File: src/gac_pkg.sv
// Package of constants and types for the auxiliary command listener/controller block
package gac_pkg;

  // ==========================================================================
  // Register bus layout
  localparam int          ADDR_W       = 3;
  localparam int          DATA_W       = 8;
  localparam logic [2:0]  ADDR_AUX     = 3'h0;  // Command write, state read
  localparam logic [2:0]  ADDR_STATUS  = 3'h1;  // Sticky events, write one to clear
  localparam logic [2:0]  ADDR_MASK    = 3'h2;  // Interrupt mask

  // Command field layout inside the command write
  localparam int          CMD_LSB      = 0;
  localparam int          CMD_W        = 5;
  localparam int          SEL_LSB      = 5;     // Upper bits select a hidden register
  localparam int          VAL_BIT      = 3;     // aux_command_value_bit

  // ==========================================================================
  // Command codes
  localparam logic [4:0]  CMD_GTS      = 5'h10;
  localparam logic [4:0]  CMD_LTN      = 5'h13;
  localparam logic [4:0]  CMD_DSC      = 5'h14;
  localparam logic [4:0]  CMD_LTN_CONT = 5'h1B;
  localparam logic [4:0]  CMD_LUN      = 5'h1C;
  localparam logic [4:0]  CMD_RPP      = 5'h1D;
  localparam logic [4:0]  CMD_IFC      = 5'h16; // Bit 3 carries the line value
  localparam logic [4:0]  CMD_REN      = 5'h17; // Bit 3 carries the line value
  localparam logic [4:0]  CMD_VAL_MASK = 5'h17; // Compare with the value bit ignored

  // ==========================================================================
  // Status and state read-back bit positions
  localparam int          ST_DATA      = 0;     // Byte received outside continuous mode
  localparam int          ST_HOLD      = 1;     // Holdoff entered on end of block
  localparam int          EV_W         = 2;
  localparam logic [1:0]  STATUS_RST   = 2'h0;
  localparam logic [1:0]  MASK_RST     = 2'h0;

  localparam int          RB_CONT      = 0;
  localparam int          RB_HOLD      = 1;
  localparam int          RB_RPP       = 2;
  localparam int          RB_GTS       = 3;
  localparam int          RB_RSC       = 4;
  localparam int          RB_IFC       = 5;
  localparam int          RB_REN       = 6;
  localparam int          RB_GTSREQ    = 7;

  // ==========================================================================
  // Whole state of the block, registered as one word
  typedef struct packed {
    logic              cont;      // Continuous listening mode
    logic              hold;      // Ready-for-data holdoff
    logic              rpp;
    logic              gts_req;   // Go-to-standby requested, waits for active
    logic              gts;
    logic              rsc;
    logic              ifc;
    logic              ren;
    logic              ltn;
    logic              lun;
    logic              rdy;
    logic              cacs_q;    // Controller active, one cycle old
    logic [EV_W-1:0]   status;
    logic [EV_W-1:0]   mask;
    logic              irq;
    logic [DATA_W-1:0] rdata;
  } gac_state_t;

endpackage

File: src/gac_core.sv
// Auxiliary command decoder for listener and controller local messages
`timescale 1ns/1ps
// Overview of operation
// - Code 11011 pulses listen, enters continuous mode
// - Continuous mode: ready on not-ready start unless end
// - End with byte enters holdoff, no ready
// - Continuous mode never sets data received flag
// - Listen command or listener idle leaves continuous
// - Code 11100 pulses local unlisten once
// - Code 11101 sets and holds parallel poll request
// - Poll or idle controller clears poll request
// - IFC commands request system control, drive IFC
// - REN commands request system control, drive REN
// - Code 10100 clears system control request
// - Code 10011 pulses listen once
// - Standby set while active, cleared leaving active
module gac_core
  import gac_pkg::*;
(
  input  wire logic              clk,         // 50 MHz system clock
  input  wire logic              nrst,        // Synchronous reset, active low
  input  wire logic [ADDR_W-1:0] addr,        // Register address
  input  wire logic [DATA_W-1:0] wdata,       // Write data
  input  wire logic              wr,          // Write strobe
  input  wire logic              rd,          // Read strobe
  output logic      [DATA_W-1:0] rdata,       // Read data, cycle after rd
  input  wire logic              cacs,        // Controller active state
  input  wire logic              cpps,        // Controller parallel poll state
  input  wire logic              cids,        // Controller idle state
  input  wire logic              lids,        // Listener idle state
  input  wire logic              anrs_start,  // Acceptor not-ready state begins
  input  wire logic              byte_rcvd,   // Data byte accepted, one cycle
  input  wire logic              end_rcvd,    // End of block seen with the byte
  output logic                   ltn,         // Local listen pulse
  output logic                   lun,         // Local unlisten pulse
  output logic                   rdy,         // Local ready pulse
  output logic                   rfd_holdoff, // Ready-for-data holdoff level
  output logic                   rpp,         // Request parallel poll level
  output logic                   gts,         // Go to standby level
  output logic                   rsc,         // Request system control level
  output logic                   ifc_out,     // Interface clear line drive
  output logic                   ren_out,     // Remote enable line drive
  output logic                   data_received_flag, // Sticky data received
  output logic                   irq          // Level interrupt
);

  // ==========================================================================
  // Reset image of the state word
  localparam gac_state_t RST = '{
    cont: 1'b0, hold: 1'b0, rpp: 1'b0, gts_req: 1'b0, gts: 1'b0,
    rsc: 1'b0, ifc: 1'b0, ren: 1'b0, ltn: 1'b0, lun: 1'b0, rdy: 1'b0,
    cacs_q: 1'b0, status: STATUS_RST, mask: MASK_RST, irq: 1'b0,
    rdata: '0};

  gac_state_t st;
  gac_state_t next_st;

  // Command strobe: upper bits zero means an auxiliary command, others are
  // hidden register loads handled elsewhere and ignored here
  function automatic logic is_cmd(input logic [ADDR_W-1:0] a,
                                  input logic              w,
                                  input logic [DATA_W-1:0] d,
                                  input logic [4:0]        code,
                                  input logic [4:0]        care);
    is_cmd = w && (a == ADDR_AUX) && (d[DATA_W-1:SEL_LSB] == '0) &&
             ((d[CMD_LSB +: CMD_W] & care) == (code & care));
  endfunction

  logic       c_ltn;
  logic       c_ltn_cont;
  logic       c_lun;
  logic       c_rpp;
  logic       c_gts;
  logic       c_dsc;
  logic       c_ifc;
  logic       c_ren;
  logic       cmd_val;
  logic [EV_W-1:0] ev;

  // Same-cycle decode of every command this block owns
  always_comb begin
    c_ltn      = is_cmd(addr, wr, wdata, CMD_LTN, 5'h1F);
    c_ltn_cont = is_cmd(addr, wr, wdata, CMD_LTN_CONT, 5'h1F);
    c_lun      = is_cmd(addr, wr, wdata, CMD_LUN, 5'h1F);
    c_rpp      = is_cmd(addr, wr, wdata, CMD_RPP, 5'h1F);
    c_gts      = is_cmd(addr, wr, wdata, CMD_GTS, 5'h1F);
    c_dsc      = is_cmd(addr, wr, wdata, CMD_DSC, 5'h1F);
    c_ifc      = is_cmd(addr, wr, wdata, CMD_IFC, CMD_VAL_MASK);
    c_ren      = is_cmd(addr, wr, wdata, CMD_REN, CMD_VAL_MASK);
    cmd_val    = wdata[VAL_BIT];
  end

  // ==========================================================================
  // Next-state logic
  always_comb begin
    next_st = st;

    // Pulses live for exactly one cycle
    next_st.ltn = c_ltn | c_ltn_cont;
    next_st.lun = c_lun;
    next_st.cacs_q = cacs;

    // Continuous mode: the plain listen command or listener idle ends it,
    // and the continuous listen command wins over listener idle in one cycle
    if (c_ltn_cont) begin
      next_st.cont = 1'b1;
    end else if (c_ltn || lids) begin
      next_st.cont = 1'b0;
    end

    // Holdoff only exists inside continuous mode
    if (!next_st.cont) begin
      next_st.hold = 1'b0;
    end else if (st.cont && byte_rcvd && end_rcvd) begin
      next_st.hold = 1'b1;
    end

    // Automatic ready, suppressed by holdoff or an end on this very byte
    next_st.rdy = st.cont && anrs_start && !st.hold &&
                  !(byte_rcvd && end_rcvd);

    // Poll request holds until the controller polls or goes idle; the
    // state clear wins since the poll it asked for has begun
    if (cpps || cids) begin
      next_st.rpp = 1'b0;
    end else if (c_rpp) begin
      next_st.rpp = 1'b1;
    end

    // Standby request waits for the active state, dropped on leaving it
    if (c_gts) begin
      next_st.gts_req = 1'b1;
    end else if (st.cacs_q && !cacs) begin
      next_st.gts_req = 1'b0;
    end
    next_st.gts = next_st.gts_req && cacs;

    // System control and the two line drives
    if (c_ifc) begin
      next_st.rsc = 1'b1;
      next_st.ifc = cmd_val;
    end else if (c_ren) begin
      next_st.rsc = 1'b1;
      next_st.ren = cmd_val;
    end else if (c_dsc) begin
      next_st.rsc = 1'b0;
    end

    // Events; a set in the same cycle as a write-one clear survives
    ev = '0;
    ev[ST_DATA] = byte_rcvd && !st.cont;
    ev[ST_HOLD] = st.cont && byte_rcvd && end_rcvd && !st.hold;
    if (wr && addr == ADDR_STATUS) begin
      next_st.status = st.status & ~wdata[EV_W-1:0];
    end
    next_st.status = next_st.status | ev;
    if (wr && addr == ADDR_MASK) begin
      next_st.mask = wdata[EV_W-1:0];
    end
    next_st.irq = |(next_st.status & next_st.mask);

    // Read data stand only in the cycle after the strobe
    next_st.rdata = '0;
    if (rd) begin
      unique case (addr)
        ADDR_AUX: begin
          next_st.rdata[RB_CONT]   = st.cont;
          next_st.rdata[RB_HOLD]   = st.hold;
          next_st.rdata[RB_RPP]    = st.rpp;
          next_st.rdata[RB_GTS]    = st.gts;
          next_st.rdata[RB_RSC]    = st.rsc;
          next_st.rdata[RB_IFC]    = st.ifc;
          next_st.rdata[RB_REN]    = st.ren;
          next_st.rdata[RB_GTSREQ] = st.gts_req;
        end
        ADDR_STATUS: next_st.rdata[EV_W-1:0] = st.status;
        ADDR_MASK:   next_st.rdata[EV_W-1:0] = st.mask;
        default:     next_st.rdata = '0;
      endcase
    end
  end

  // ==========================================================================
  // State register
  always_ff @(posedge clk) begin
    if (!nrst) begin
      st <= RST;
    end else begin
      st <= next_st;
    end
  end

  // Outputs straight from the state word
  assign rdata              = st.rdata;
  assign ltn                = st.ltn;
  assign lun                = st.lun;
  assign rdy                = st.rdy;
  assign rfd_holdoff        = st.hold;
  assign rpp                = st.rpp;
  assign gts                = st.gts;
  assign rsc                = st.rsc;
  assign ifc_out            = st.ifc;
  assign ren_out            = st.ren;
  assign data_received_flag = st.status[ST_DATA];
  assign irq                = st.irq;
endmodule // gac_core

File: config.mk
export PLATFORM = sky130hd
export DESIGN_NAME = gac_core
export DESIGN_NICKNAME = d
export VERILOG_FILES = /design/src/gac_pkg.sv /design/src/gac_core.sv
export SDC_FILE = /design/constraint.sdc
export NUM_CORES = 1
export LEC_CHECK = 0
export BUFFER_PORTS_ARGS = -buffer_cell sky130_fd_sc_hd__clkbuf_2
export CORE_MARGIN = 10
export CORE_UTILIZATION = 23
export DETAILED_ROUTE_END_ITERATION = 16
export SLEW_MARGIN = 20
export SYNTH_ARGS = -nofsm -noshare
export SYNTH_HDL_FRONTEND = slang
export SYNTH_SLANG_ARGS = --single-unit
export TNS_END_PERCENT = 20
File: constraint.sdc
create_clock -name clk -period 5.2 [get_ports clk]
set_input_delay 1.04 -clock clk [delete_from_list [all_inputs] [get_ports clk]]
set_output_delay 1.04 -clock clk [all_outputs]
set_load 0.02 [all_outputs]
==> impl_metrics.toml <==
[yosys]
ys.warnings.count = 0
avgSynthCellArea_um2 = 9.480
synthMuxAreaShare = 0.06659
synth_seq_area_share = 0.4756
synth-simple-area-share = 0.2901
synth_area_um2 = 1052
ys_types = 31
synthAdderAreaFrac = 0
synthCells = 111
synth_compound_area_frac = 0.07015
synth_fp_nets = 133
synth_xor_area_frac = 0
synth_top_family_by_area = "simple AND/OR/NAND/NOR gates"
synth_seq_cells = 25

[setup_path]
crit_fanout = 4
path_cells = "clkbuf_2, or4b_1, nor4_4, mux2i_1, nor2b_1"
rrSetupSlack_ns = 4.07
crit_path_start_kind = "primary input"
required_ns = 5.42
critPathBufInv = 1
worstReg2RegEnd = "rfd_holdoff"
reg2regPathDepth = 4
critPathSlowestCell = "or4b_1"
crit_family = "simple AND/OR/NAND/NOR gates"
r2r-start = "st[24]"
slowest_delay_ns = 0.66
end_kind = "flop"
cp.arrival_ns = 2.42
critPathKind = "in -> reg"

[final_layout]
multi_input_area_um2 = 449.2
nNetsFinal = 166
syn_to_final_growth_pct = 21.64
regArea_um2 = 500.5
final_cell_mix = "clkbuf_2, dfxtp_1, nor2_1"
diodes = 0
layout-drive-gt1-share = 0.3427
layout_commonest_cell = "clkbuf_2"
stdcell_count = 195
n_fill_cell = 472

[timing]
finalSetupTns_ns = 0
layout_setup_ws_ns = 2.994
slew_headroom = 0.6916
slew_violations = 0
fin_crit_sh = 0.4242
rsz0062_at_grt = "false"
hold_viol_final = 0
clock-skew-final_ns = 0.003160
finalSetupViolations = 0
fmax_ghz = 0.4533
final.min_clock_period_ns = 2.206
tightest_slew_ns = 0.4590

[detailed_routing]
initialDrtViolationCount = 61
vias = 847
wl_um = 2512
final_antenna_net_count = 0
drt-wirelength-per-cell_um = 12.88
viasPerCell = 4.344
dr.pass1.iters = 4
drc = 0

[pwr]
seqPwrFrac = 0.575
ir_worst_vdd_uv = 89.41
swShare = 0.2362
power.leakage_nw = 0.5736
powerDensity_nw_per_um2 = 263.1
p_clk_frac = 0.347
combPwrFrac = 0.078
p_int_mw = 0.2573
switchingPower_mw = 0.07954

[clock_network]
clk_latency_ns = 0.27
numClockSinks = 25
cts.repair.resized = 0
cts_tree = "built"
cts_setup_buffers = 0
cts_made_buffers = 3
clockBufferDepth = 2
hold_buffers = 0
path_clk_slew_ns = 0.09
htreeDepth = 1
clk_root_buffer_cell = "clkbuf_8"

[place]
place_inst = 191
port_buffers = 40
pre_cts_slack_ns = 2.717
place_congestion = 0.7648
dp_hpwl_um = 2090

[worst_hold_path]
hold_end = "rdata[3]"
min_delay_path_depth = 1
hold_start = "gts"
min_path_type = "reg -> reg"

[floorplan]
ios = 41
start_util = 0.2400
die_w_um = 87.64
num_rows = 24
die-area_um2 = 7681
die_y_um = 87.64
core_um2 = 4384

[global_routing]
antenna_found_initial = 0
grt_pass1_vias = 900
overflow = 0
grt_usage = 0.06789
grt_pass1_wl_um = 4105
grt_max_degree = 15

[run]
drv_cap = 0

[outcome]
status = "complete, no violations"
-- metal layers --
metal | global-route usage | share of wire | vias to the layer above | wire [um]
li1 | - | - | 434 | -
met1 | 0.07112 | 0.41 | 387 | 1028
met2 | 0.1171 | 0.49 | 21 | 1242
met3 | 0.02414 | 0.078 | 5 | 196
met4 | 0.03478 | 0.018 | 0 | 44
met5 | 0 | 0 | - | 0
-- per-stage QoR --
stage          cell area [um^2]  total power, mW  utilization  hold slack [ns]
3_3_place_gp               1234           0.2246       0.2814           0.4383
5_1_grt                    1280           0.3511       0.2920           0.5046
3_5_place_dp               1234           0.2247       0.2814           0.4439
4_1_cts                    1280           0.3412       0.2920           0.4650
6_report                   1280           0.3368       0.2920           0.4585
2_1_floorplan              1052           0.2126            -           0.4326
-- how the worst max path moves through the flow --
stage	to	from	depth (start not counted)	slack (ns)
CTS	rfd_holdoff	wdata[6]	5	3.00
global placement	rfd_holdoff	wdata[6]	5	2.73
detailed placement	rfd_holdoff	wdata[6]	5	2.72
finish	rfd_holdoff	wdata[6]	5	2.99
floorplan	rfd_holdoff	addr[0]	5	2.85
global route	rfd_holdoff	addr[1]	5	2.93
-- power groups by stage --
| stage | Clock [mW] | Combinational (mW) | Sequential [mW] |
|---|---|---|---|
| final | 0.117 | 0.0262 | 0.194 |
| after global routing | 0.128 | 0.0293 | 0.194 |
| after CTS | 0.121 | 0.0266 | 0.194 |
| after detailed placement | 0 | 0.0265 | 0.198 |
| after global placement | 0 | 0.0265 | 0.198 |
| after floorplan | 0 | 0.0138 | 0.199 |
-- flip-flops by register name (all words and copies together) (netlist names) --
name and count:
rfd_holdoff 1, irq 1, ltn 1, rdy 1
lun 1, ren_out 1, data_received_flag 1, rdata 8
ifc_out 1, gts 1, rsc 1, st 6
rpp 1
-- worst reg2reg max path: stages (launching register included) --
cell and delay (ns):
dfxtp_1 0.40, nand2_1 0.10, or2_2 0.28, mux2i_1 0.16
nor2b_1 0.14
-- cells in the mapped netlist, drive strengths merged --
| master | number | area, um^2 |
|---|---|---|
| dfxtp | 25 | 500.5 |
| nor2 | 12 | 45.04 |
| buf | 10 | 76.32 |
| nand2 | 10 | 37.54 |
| mux2i | 7 | 70.07 |
| and2 | 6 | 37.54 |
| a21oi | 5 | 25.02 |
| inv | 5 | 18.77 |
| nor2b | 4 | 25.02 |
| nor3 | 4 | 31.28 |
| nor4 | 4 | 46.29 |
| a31oi | 3 | 18.77 |
| clkbuf | 2 | 7.510 |
| nand3 | 2 | 10.01 |
| or4b | 2 | 23.77 |
| a21boi | 1 | 7.510 |
| a31o | 1 | 8.760 |
| and3 | 1 | 6.260 |
| and3b | 1 | 8.760 |
| and4b | 1 | 10.01 |
| nand3b | 1 | 7.510 |
| nor4bb | 1 | 10.01 |
| o21ai | 1 | 5.000 |
| o32ai | 1 | 8.760 |
| or2 | 1 | 6.260 |
-- final cells by class --
| type | instances | area share |
|---|---|---|
| well taps | 52 | 0.05083 |
| flip-flops and latches | 25 | 0.3910 |
| clock inverters | 1 | 0.003910 |
| multi-input cells | 69 | 0.3509 |
| clock buffers | 3 | 0.03226 |
| inverters | 5 | 0.01466 |
| repair buffers | 40 | 0.1564 |
-- cells by family after synthesis --
kind of cell	count (synthesis)
compound gates	12
buf+inv	17
mux	7
flops	25
simple gates	50
Note: power is estimated with default switching activity, not from simulation.
